[config.mk]
export PLATFORM = sky130hd
export DESIGN_NAME = can_regs
export DESIGN_NICKNAME = d
export VERILOG_FILES = /design/src/rtl/can_pkg.sv /design/src/rtl/timer_if.sv /design/src/rtl/stamp_timer.sv /design/src/rtl/can_regs.sv
export SDC_FILE = /design/constraint.sdc
export NUM_CORES = 2
export LEC_CHECK = 0
export BUFFER_PORTS_ARGS = -buffer_cell sky130_fd_sc_hd__clkbuf_2
export CAP_MARGIN = 10
export CELL_PAD_IN_SITES_DETAIL_PLACEMENT = 2
export CELL_PAD_IN_SITES_GLOBAL_PLACEMENT = 2
export CORE_AREA = 2 2 573 575
export DETAILED_ROUTE_END_ITERATION = 16
export DIE_AREA = 0 0 575 577
export PLACE_DENSITY = 0.7
export SLEW_MARGIN = 30
export SYNTH_ARGS = -nofsm -noshare
export SYNTH_HDL_FRONTEND = slang
export SYNTH_SLANG_ARGS = --single-unit
[constraint.sdc]
create_clock -name mclk -period 7.01 [get_ports mclk]
set_input_delay 0.3505 -clock mclk [delete_from_list [all_inputs] [get_ports mclk]]
set_output_delay 0.3505 -clock mclk [all_outputs]
set_load 0.1 [all_outputs]
[src/rtl/can_pkg.sv]
// Constants for the mailbox status and timestamp timer register block.
package can_pkg;

  // ==========================================================================
  // Register map, word index on the bus
  localparam logic [7:0] MASTER_CONTROL      = 8'h00;
  localparam logic [7:0] ERROR_COUNTERS      = 8'h01;
  localparam logic [7:0] TRANSMIT_PENDING    = 8'h02;
  localparam logic [7:0] TRANSMIT_CANCEL     = 8'h04;
  localparam logic [7:0] TRANSMIT_DONE       = 8'h06;
  localparam logic [7:0] ABORT_DONE          = 8'h08;
  localparam logic [7:0] DATA_RECEIVED       = 8'h0a;
  localparam logic [7:0] REMOTE_RECEIVED     = 8'h0c;
  localparam logic [7:0] MAILBOX_IRQ_MASK    = 8'h0e;
  localparam logic [7:0] OVERWRITE_STATUS    = 8'h10;
  localparam logic [7:0] TIMER_COUNT         = 8'h12;
  localparam logic [7:0] TIMER_CONTROL       = 8'h13;
  localparam logic [7:0] TIMER_STATUS        = 8'h14;
  localparam logic [7:0] TIMER_RELOAD_OFFSET = 8'h15;
  localparam logic [7:0] SYNC_CAPTURE        = 8'h16;
  localparam logic [7:0] TIMESTAMP_CAPTURE   = 8'h17;
  localparam logic [7:0] TIMER_COMPARE_ZERO  = 8'h18;
  localparam logic [7:0] TIMER_COMPARE_ONE   = 8'h19;
  localparam logic [7:0] INTERRUPT_FLAGS     = 8'h1a;
  localparam logic [7:0] INTERRUPT_MASK      = 8'h1b;
  localparam logic [7:0] MAILBOX_BASE        = 8'h40;

  // ==========================================================================
  // Field positions
  localparam int MC_TEST_MODE     = 15;
  localparam int MC_COUNTER_WRITE = 14;
  localparam int MC_FORCE_PASSIVE = 13;
  localparam int TC_RUN           = 15;
  localparam int TC_CAPTURE_ZERO  = 14;
  localparam int TC_CAPTURE_POINT = 13;
  localparam int TC_COMPARE_CLEAR = 11;
  localparam int IF_COMPARE_ONE   = 15;
  localparam int IF_COMPARE_ZERO  = 14;
  localparam int IF_OVERFLOW      = 13;
  localparam int TS_COMPARE_ONE   = 2;
  localparam int TS_COMPARE_ZERO  = 1;
  localparam int TS_OVERFLOW      = 0;
  localparam int FIELD_CONTROL    = 0;
  localparam int FIELD_DATA       = 1;
  localparam int FIELD_STAMP      = 2;
  localparam int FIELD_MASK       = 3;
  localparam int CONFIG_LSB       = 0;
  localparam int IDENT_LSB        = 5;

  // ==========================================================================
  // Reset values and limits
  localparam logic [15:0] WORD_RESET      = 16'h0000;
  localparam logic [15:0] IMASK_RESET     = 16'hffff;
  localparam logic [31:0] MBOX_MASK_RESET = 32'hffff_ffff;
  localparam logic [31:0] RX_ONLY_BOXES   = 32'h8000_0001;
  localparam logic [7:0]  PASSIVE_LIMIT   = 8'h80;
  localparam logic [7:0]  TX_ERROR_STEP   = 8'h08;
  localparam logic [15:0] FLAG_BITS       = 16'he000;

endpackage

[src/rtl/timer_if.sv]
// Link between the register block and its timestamp timer.
`timescale 1ns/1ps
interface timer_if;
  logic        wr;
  logic [7:0]  sel;
  logic [15:0] wdata;
  logic [15:0] rdata;
  logic [15:0] stamp;
  logic        frame_start;
  logic        frame_end;
  logic        id_match;
  logic        request;

  modport main  (output wr, sel, wdata, frame_start, frame_end, id_match,
                 input rdata, stamp, request);
  modport timer (input wr, sel, wdata, frame_start, frame_end, id_match,
                 output rdata, stamp, request);
endinterface

[src/rtl/stamp_timer.sv]
// Free-running timestamp timer with reload, two captures and two compares.
`timescale 1ns/1ps
module stamp_timer (
  input wire logic mclk,
  input wire logic rst,
  timer_if.timer   tmr
);
  import can_pkg::*;

  typedef struct packed {
    logic [15:0] count;
    logic [15:0] control;
    logic [15:0] reload;
    logic [15:0] capture0;
    logic [15:0] capture1;
    logic [15:0] compare0;
    logic [15:0] compare1;
    logic [15:0] flags;
    logic [15:0] mask;
  } timer_state_t;

  timer_state_t cur;
  timer_state_t next_cur;
  logic         match0;
  logic         match1;
  logic         overflow;
  logic         cap_event;

  // ==========================================================================
  // Events
  assign match0    = (cur.compare0 != WORD_RESET) && (cur.count == cur.compare0);
  assign match1    = (cur.compare1 != WORD_RESET) && (cur.count == cur.compare1);
  assign overflow  = cur.control[TC_RUN] && (cur.count == 16'hffff);
  assign cap_event = cur.control[TC_CAPTURE_POINT] ? tmr.frame_end : tmr.frame_start;

  always_comb begin
    logic [15:0] set_flags;
    logic [15:0] clr_flags;
    set_flags = WORD_RESET;
    clr_flags = WORD_RESET;
    next_cur  = cur;
    // Counter: a software write wins, then a load of the reload offset, then the increment.
    if (tmr.wr && tmr.sel == TIMER_COUNT) begin
      next_cur.count = tmr.wdata;
    end else if (overflow || (match0 && cur.control[TC_COMPARE_CLEAR]) || tmr.id_match) begin
      next_cur.count = cur.reload;
    end else if (cur.control[TC_RUN]) begin
      next_cur.count = cur.count + 16'h0001;
    end
    if (cap_event && cur.control[TC_CAPTURE_ZERO]) begin
      next_cur.capture0 = cur.count;
    end
    if (cap_event) begin
      next_cur.capture1 = cur.count;
    end
    set_flags[IF_COMPARE_ONE]  = match1;
    set_flags[IF_COMPARE_ZERO] = match0;
    set_flags[IF_OVERFLOW]     = overflow;
    if (tmr.wr) begin
      case (tmr.sel)
        TIMER_CONTROL:       next_cur.control  = tmr.wdata;
        TIMER_RELOAD_OFFSET: next_cur.reload   = tmr.wdata;
        SYNC_CAPTURE:        next_cur.capture0 = tmr.wdata;
        TIMESTAMP_CAPTURE:   next_cur.capture1 = tmr.wdata;
        TIMER_COMPARE_ZERO:  next_cur.compare0 = tmr.wdata;
        TIMER_COMPARE_ONE:   next_cur.compare1 = tmr.wdata;
        INTERRUPT_FLAGS:     clr_flags         = tmr.wdata & FLAG_BITS;
        INTERRUPT_MASK:      next_cur.mask     = tmr.wdata;
        default:             next_cur.count    = next_cur.count;
      endcase
    end
    // A match in the clearing cycle still lands.
    next_cur.flags = ((cur.flags & ~clr_flags) | set_flags) & FLAG_BITS;
  end

  always_ff @(posedge mclk) begin
    if (rst) begin
      cur          <= '0;
      cur.mask     <= IMASK_RESET;
    end else begin
      cur <= next_cur;
    end
  end

  // ==========================================================================
  // Readback; status mirrors the flags so a flag clear also clears status.
  always_comb begin
    case (tmr.sel)
      TIMER_COUNT:         tmr.rdata = cur.count;
      TIMER_CONTROL:       tmr.rdata = cur.control;
      TIMER_STATUS:        tmr.rdata = {13'h0000, cur.flags[IF_COMPARE_ONE],
                                        cur.flags[IF_COMPARE_ZERO], cur.flags[IF_OVERFLOW]};
      TIMER_RELOAD_OFFSET: tmr.rdata = cur.reload;
      SYNC_CAPTURE:        tmr.rdata = cur.capture0;
      TIMESTAMP_CAPTURE:   tmr.rdata = cur.capture1;
      TIMER_COMPARE_ZERO:  tmr.rdata = cur.compare0;
      TIMER_COMPARE_ONE:   tmr.rdata = cur.compare1;
      INTERRUPT_FLAGS:     tmr.rdata = cur.flags;
      INTERRUPT_MASK:      tmr.rdata = cur.mask;
      default:             tmr.rdata = WORD_RESET;
    endcase
  end

  assign tmr.stamp   = cur.count;
  assign tmr.request = |(cur.flags & ~cur.mask);

endmodule // stamp_timer

[src/rtl/can_regs.sv]
// Mailbox status, error counter and mailbox store with its timestamp timer.
//
// The Avalon-MM interface to the registers and the placing of the registers were chosen for this implementation.
`timescale 1ns/1ps
module can_regs #(
  parameter int MAILBOXES = 32
) (
  input  wire logic        mclk,
  input  wire logic        rst,
  input  wire logic [7:0]  avs_address,
  input  wire logic        avs_read,
  input  wire logic        avs_write,
  input  wire logic [31:0] avs_writedata,
  input  wire logic [3:0]  avs_byteenable,
  output logic      [31:0] avs_readdata,
  output logic             avs_waitrequest,
  input  wire logic [31:0] tx_complete,
  input  wire logic [31:0] tx_aborted,
  input  wire logic [31:0] rx_data_frame,
  input  wire logic [31:0] rx_remote_frame,
  input  wire logic        rx_store,
  input  wire logic [4:0]  rx_mailbox,
  input  wire logic [10:0] rx_identifier,
  input  wire logic        tx_error,
  input  wire logic        tx_success,
  input  wire logic        rx_error,
  input  wire logic        rx_success,
  input  wire logic        frame_start,
  input  wire logic        frame_end,
  input  wire logic        id_compare_match,
  output logic      [31:0] transmit_pending,
  output logic      [31:0] transmit_cancel,
  output logic      [31:0] acceptance_mask_on,
  output logic             error_passive,
  output logic             test_mode,
  output logic             mailbox_request,
  output logic             timer_request
);
  import can_pkg::*;

  localparam int MB_WORDS = MAILBOXES * 4;

  if (MAILBOXES != 32) begin : g_check
    $error("can_regs serves exactly 32 mailboxes");
  end

  typedef struct packed {
    logic [15:0] master_control;
    logic [7:0]  transmit_error_counter;
    logic [7:0]  receive_error_counter;
    logic [31:0] pending;
    logic [31:0] cancel;
    logic [31:0] tx_done;
    logic [31:0] abort_done;
    logic [31:0] rx_data;
    logic [31:0] rx_remote;
    logic [31:0] irq_mask;
    logic [31:0] overwrite;
    logic        ack;
    logic [31:0] readdata;
  } reg_state_t;

  reg_state_t  cur;
  reg_state_t  next_cur;
  logic [15:0] mailbox_ram [MB_WORDS];
  logic        do_write;
  logic        in_mailbox;
  logic [6:0]  mb_index;
  logic [1:0]  mb_field;
  logic        word_access;
  logic        test_on;
  logic [15:0] wword;
  logic [6:0]  rx_ctrl_index;
  logic [2:0]  rx_config;
  logic        rx_masked;

  timer_if tmr ();

  stamp_timer u_timer (
    .mclk (mclk),
    .rst  (rst),
    .tmr  (tmr.timer)
  );

  // ==========================================================================
  // Bus slave: one wait cycle, then the answer; a write lands on the edge after the ack edge.
  assign avs_waitrequest = (avs_read || avs_write) && !cur.ack;
  assign do_write        = avs_write && cur.ack;
  assign avs_readdata    = cur.readdata;
  assign in_mailbox      = avs_address >= MAILBOX_BASE
                           && avs_address < MAILBOX_BASE + 8'(MB_WORDS);
  assign mb_index        = 7'(avs_address - MAILBOX_BASE);
  assign mb_field        = mb_index[1:0];
  assign word_access     = avs_byteenable[1:0] == 2'b11;
  assign wword           = avs_writedata[15:0];
  assign test_on         = cur.master_control[MC_TEST_MODE];

  assign tmr.wr          = do_write && word_access && !in_mailbox;
  assign tmr.sel         = avs_address;
  assign tmr.wdata       = wword;
  assign tmr.frame_start = frame_start;
  assign tmr.frame_end   = frame_end;
  assign tmr.id_match    = id_compare_match;

  // Merge the written halves of a 32-bit pair register.
  function automatic logic [31:0] put_half(input logic [31:0] old, input logic hi,
                                           input logic [15:0] val);
    logic [31:0] res;
    res = old;
    if (hi) begin
      res[31:16] = val;
    end else begin
      res[15:0] = val;
    end
    return res;
  endfunction

  function automatic logic [15:0] get_half(input logic [31:0] v, input logic hi);
    return hi ? v[31:16] : v[15:0];
  endfunction

  function automatic logic [7:0] sat_add(input logic [7:0] a, input logic [7:0] b);
    logic [8:0] s;
    s = {1'b0, a} + {1'b0, b};
    return s[8] ? 8'hff : s[7:0];
  endfunction

  function automatic logic [7:0] sat_dec(input logic [7:0] a);
    return (a == 8'h00) ? 8'h00 : a - 8'h01;
  endfunction

  // ==========================================================================
  // Register state
  always_comb begin
    logic        hi;
    logic [7:0]  base;
    logic [31:0] w1c;
    logic [15:0] rd;
    hi       = avs_address[0];
    // Control and counter words stand alone; the mailbox sets above them are word pairs, the timer words stand alone.
    base     = (avs_address < TRANSMIT_PENDING) ? avs_address : {avs_address[7:1], 1'b0};
    w1c      = '0;
    rd       = WORD_RESET;
    next_cur = cur;
    next_cur.ack = (avs_read || avs_write) && !cur.ack;

    // Error counters follow the protocol events; test writes override.
    if (tx_error) begin
      next_cur.transmit_error_counter = sat_add(cur.transmit_error_counter, TX_ERROR_STEP);
    end else if (tx_success) begin
      next_cur.transmit_error_counter = sat_dec(cur.transmit_error_counter);
    end
    if (rx_error) begin
      next_cur.receive_error_counter = sat_add(cur.receive_error_counter, 8'h01);
    end else if (rx_success) begin
      next_cur.receive_error_counter = sat_dec(cur.receive_error_counter);
    end

    // Hardware clears of pending and cancel when a transfer ends.
    next_cur.pending = cur.pending & ~tx_complete & ~tx_aborted;
    next_cur.cancel  = cur.cancel & ~tx_complete & ~tx_aborted;

    if (do_write && word_access && !in_mailbox) begin
      case (base)
        MASTER_CONTROL: begin
          if (hi) begin
            next_cur.master_control = cur.master_control;
          end else begin
            next_cur.master_control = wword;
          end
        end
        ERROR_COUNTERS: begin
          if (test_on && cur.master_control[MC_COUNTER_WRITE]) begin
            next_cur.transmit_error_counter = wword[15:8];
            next_cur.receive_error_counter = wword[15:8];
          end
        end
        TRANSMIT_PENDING: begin
          next_cur.pending = next_cur.pending
                             | (put_half('0, hi, wword) & ~RX_ONLY_BOXES);
        end
        TRANSMIT_CANCEL: begin
          next_cur.cancel = next_cur.cancel | (put_half('0, hi, wword) & cur.pending);
        end
        TRANSMIT_DONE, ABORT_DONE, DATA_RECEIVED, REMOTE_RECEIVED, OVERWRITE_STATUS: begin
          w1c = put_half('0, hi, wword);
        end
        MAILBOX_IRQ_MASK: begin
          next_cur.irq_mask = put_half(cur.irq_mask, hi, wword);
        end
        default: begin
          w1c = '0;
        end
      endcase
    end

    // Flags set by hardware win over a clear in the same cycle.
    next_cur.tx_done    = (cur.tx_done & ~((base == TRANSMIT_DONE) ? w1c : '0))
                          | tx_complete;
    next_cur.abort_done = (cur.abort_done & ~((base == ABORT_DONE) ? w1c : '0))
                          | tx_aborted;
    next_cur.rx_data    = (cur.rx_data & ~((base == DATA_RECEIVED) ? w1c : '0))
                          | rx_data_frame;
    next_cur.rx_remote  = (cur.rx_remote & ~((base == REMOTE_RECEIVED) ? w1c : '0))
                          | rx_remote_frame;
    next_cur.overwrite  = (cur.overwrite & ~((base == OVERWRITE_STATUS) ? w1c : '0))
                          | (rx_data_frame & cur.rx_data);

    // Read data is sampled in the wait cycle and stands on the ack edge.
    if (in_mailbox) begin
      rd = mailbox_ram[mb_index];
    end else begin
      case (base)
        MASTER_CONTROL:   rd = hi ? WORD_RESET : cur.master_control;
        ERROR_COUNTERS:   rd = {cur.transmit_error_counter, cur.receive_error_counter};
        TRANSMIT_PENDING: rd = get_half(cur.pending, hi);
        TRANSMIT_CANCEL:  rd = get_half(cur.cancel, hi);
        TRANSMIT_DONE:    rd = get_half(cur.tx_done, hi);
        ABORT_DONE:       rd = get_half(cur.abort_done, hi);
        DATA_RECEIVED:    rd = get_half(cur.rx_data, hi);
        REMOTE_RECEIVED:  rd = get_half(cur.rx_remote, hi);
        MAILBOX_IRQ_MASK: rd = get_half(cur.irq_mask, hi);
        OVERWRITE_STATUS: rd = get_half(cur.overwrite, hi);
        default:          rd = tmr.rdata;
      endcase
    end
    next_cur.readdata = next_cur.ack ? {16'h0000, rd} : cur.readdata;
  end

  always_ff @(posedge mclk) begin
    if (rst) begin
      cur          <= '0;
      cur.irq_mask <= MBOX_MASK_RESET;
    end else begin
      cur <= next_cur;
    end
  end

  // ==========================================================================
  // Mailbox store: four words per mailbox, contents survive reset.
  assign rx_ctrl_index = {rx_mailbox, 2'(FIELD_CONTROL)};
  assign rx_config     = mailbox_ram[rx_ctrl_index][CONFIG_LSB +: 3];
  assign rx_masked     = acceptance_mask_on[rx_mailbox];

  always_ff @(posedge mclk) begin
    if (do_write && in_mailbox) begin
      if (mb_field == 2'(FIELD_DATA)) begin
        if (avs_byteenable[0]) begin
          mailbox_ram[mb_index][7:0] <= wword[7:0];
        end
        if (avs_byteenable[1]) begin
          mailbox_ram[mb_index][15:8] <= wword[15:8];
        end
      end else if (word_access) begin
        mailbox_ram[mb_index] <= wword;
      end
    end
    // The receiver's update is placed last so it wins over a software write.
    if (rx_store) begin
      mailbox_ram[{rx_mailbox, 2'(FIELD_STAMP)}] <= tmr.stamp;
      if (rx_masked) begin
        mailbox_ram[rx_ctrl_index] <= {rx_identifier,
                                       mailbox_ram[rx_ctrl_index][IDENT_LSB-1:0]};
      end
    end
  end

  // A mask is in force only for the four filtering configurations.
  for (genvar i = 0; i < MAILBOXES; i++) begin : g_mask
    logic [2:0] cfg;
    assign cfg = mailbox_ram[i * 4 + FIELD_CONTROL][CONFIG_LSB +: 3];
    assign acceptance_mask_on[i] = cfg == 3'b001 || cfg == 3'b010
                                   || cfg == 3'b100 || cfg == 3'b101;
  end

  // ==========================================================================
  // Outputs towards the protocol engine
  assign transmit_pending = cur.pending;
  assign transmit_cancel  = cur.cancel;
  assign test_mode        = test_on;
  assign error_passive    = (test_on && cur.master_control[MC_FORCE_PASSIVE])
                            || cur.transmit_error_counter >= PASSIVE_LIMIT || cur.receive_error_counter >= PASSIVE_LIMIT;
  assign mailbox_request  = |((cur.rx_data | cur.rx_remote | cur.tx_done | cur.abort_done)
                              & ~cur.irq_mask);
  assign timer_request    = tmr.request;

endmodule // can_regs

==> reports/metrics.cfg <==
[outcome]
status=finished clean

[critical_path]
critPathLaunchType=flip-flop
required_ps=7510
worstSetupEndpointType=flip-flop
arrival_ps=4610
path_class=reg -> reg
cp_max_fo=14

[synthesis]
synth_cell_type_count=80
yosysWarnings=0
syn_inst=7875
seq_area_frac_synth=0.619
netlist_area_sq_um=113000
syn_area_per_cell_sq_um=14.4
ys_seq_elements=2484
synthArstFlopShare=0
synth_enable_flop_cells=2048
synth_ff_type=edfxtp_1

[sta]
hold_slack_ps=2.30
setup-violations-final=0
tightest_slew_ps=1090
max_slew_margin=0.269
max_freq_mhz=243
slew_viol_final=0
timing.final.crit_share=0.586
hold_violations=0
rsz0062_at_grt=no
min_period_ps=4110
tns_ps=0
clock-skew-final_ps=59.5

[global_route]
grt_pass1_vias=83326
grt_max_degree=221
grt.total_usage=0.296
grt_pass1_wl_um=692000
antenna_found_initial=47
grt-ovfl-total=0

[flow_run]
cap_viol_max_count=0

[drt]
vias_per_cell=6.33
postRouteAntennaNets=0
drt_first_pass_iters=8
drc_errors=0
vias=79921
wl_per_cell_um=39.8
drt_iter0_markers=10640
routed_wl_um=502000

[die]
die_h_um=577
initial_core_util=0.348
die_w_um=575
die_area_sq_um=332000
coreArea_sq_um=326000
rows=210
ios=333

[power]
leakage_nw=42.4
p_per_area_nw_per_um2=259
peakVddDrop_v=0.000261
p_total_mw=33.7

[layout]
drive_above_1_share=0.301
syn2layout_area_growth_pct=14.8
multi_input_area_sq_um=40000
ff_latch_area_sq_um=70200
fillers=31897
design_area_sq_um=130000
layout.nets=8262

[clock_tree]
cts.path.max_buffers=4
root_buffer=clkbuf_16
clk_latency_ps=900
cts_tree=done
clkSlewWorstSetupHoldPaths_ps=60
clock_sinks=2484
htreeDepth=5
postCtsResizedCells=0
cts_buffers=280

[placed_design]
hpwlAfterDp_um=325000
place_area_sq_um=120000
gp_congestion=0.899
port_buffers=298

[worst_hold_path]
holdCritPathClass=in -> reg

## Yosys cell counts, types with 72 or more instances
master,n,area [sq um]
mux2i_1,197,1970
nor3_1,91,455
nand2_1,373,1400
edfxtp_1,2048,61500
clkbuf_1,566,2120
a21oi_1,324,1620
a32o_1,97,971
buf_4,110,826
mux4_2,508,11400
xnor2_1,72,631
a22oi_1,162,1220
buf_2,148,741
o21ai_0,132,661
mux2_2,777,8750
dfxtp_1,436,8730
o22ai_1,136,851
nor2_1,641,2410
nand3_1,224,1120
## worst paths after layout
kind / start / end / slack (ps) / cells past startpoint
max: mailbox_ram[104][0] / mailbox_ram[72][1] / 2900 / 9
min reg2reg: u_timer.cur[117] / u_timer.cur[117] / 460 / 2
min: avs_writedata[7] / mailbox_ram[9][7] / 2 / 1
max reg2reg: mailbox_ram[104][0] / mailbox_ram[72][1] / 2900 / 9
## cells by family (layout without fill, tap and decap cells)
kind of cell,Yosys count,in the layout,share of synthesized area
other,1,48,0.0000330
xor gates and xnor gates,87,87,0.00671
muxes,1486,1486,0.196
DFF,2484,2484,0.619
and+or+nand+nor,1661,1661,0.0666
adders and majority gates,9,9,0.000992
AOI/OAI and AO/OA,1228,1228,0.0751
buffers and inverters,919,1285,0.0360
## layout make-up
cell class              instances  share of cell area
repair buffers                775              0.0449
clock buffers                 366              0.0580
inverters                      25            0.000749
flip-flops and latches       2484               0.539
clock inverters               119             0.00791
well taps                    4346              0.0417
diodes                         32            0.000615
multi-input cells            4487               0.307
## cells in the final DEF (no fill, tap or decap), drive strengths merged, types with 40 or more instances in the layout
| master | Yosys | layout |
|---|---|---|
| a221oi | 45 | 45 |
| o21ai | 132 | 132 |
| a22o | 40 | 40 |
| clkinv | 2 | 95 |
| o22ai | 136 | 136 |
| nor4 | 60 | 60 |
| nand4 | 65 | 65 |
| dfxtp | 436 | 436 |
| edfxtp | 2048 | 2048 |
| xnor2 | 72 | 72 |
| nand2 | 373 | 373 |
| a211o | 57 | 57 |
| clkbuf | 566 | 631 |
| a22oi | 162 | 162 |
| nor3 | 96 | 96 |
| mux2i | 197 | 197 |
| buf | 328 | 365 |
| mux4 | 508 | 508 |
| nand3 | 224 | 224 |
| dlygate4sd3 | 0 | 145 |
| a211oi | 57 | 57 |
| and3 | 61 | 61 |
| nor2 | 641 | 641 |
| a21oi | 324 | 324 |
| a32o | 97 | 97 |
| mux2 | 781 | 781 |
## worst max-delay path, cell delays in order (launching register included)
cell and delay [ps]:
edfxtp_1 440, or3_1 440, and3_1 220, o32a_1 280, o221ai_1 210, o211a_1 460, buf_4 400, buf_4 340
nor2_2 110, nor3_1 780
## where the power goes
group | leakage [nW] | switching, mW | total (mW) | internal [mW]
clock | 4.19 | 6.33 | 14.5 | 8.15
combinational | 16.0 | 2.05 | 2.97 | 0.920
sequential | 22.2 | 0.157 | 16.2 | 16.1
total | 42.4 | 8.54 | 33.7 | 25.1
## state kept, by name, indices dropped and copies added (netlist names)
signal / cells
test_mode: 1
avs_readdata: 16
mailbox_ram: 2048
transmit_cancel: 32
u_timer.cur: 115
u_timer.tmr.stamp: 16
transmit_pending: 32
cur: 224
## through the flow
stage	std cells	setup slack, ps	utilization
global placement	11962	2410	0.367
CTS	12595	2710	0.398
detailed placement	11966	2230	0.368
floorplan	7890	2660	-
finish	12634	2900	0.400
global route	12616	2880	0.400
## what timing repair did
| item | in CTS | in global routing |
|---|---|---|
| endpoints found under the hold margin | 438 | 24 |
| hold buffers | 144 | 1 |
| setup buffers | 0 | 0 |
## metal layers
metal,vias to the layer above,track usage,share of wire
met5,-,0,0.00019
met4,16,0.166,0.062
met3,1171,0.0606,0.093
met2,4821,0.481,0.47
met1,42783,0.368,0.37
li1,31130,-,-
(Power assumes the default switching activity.)
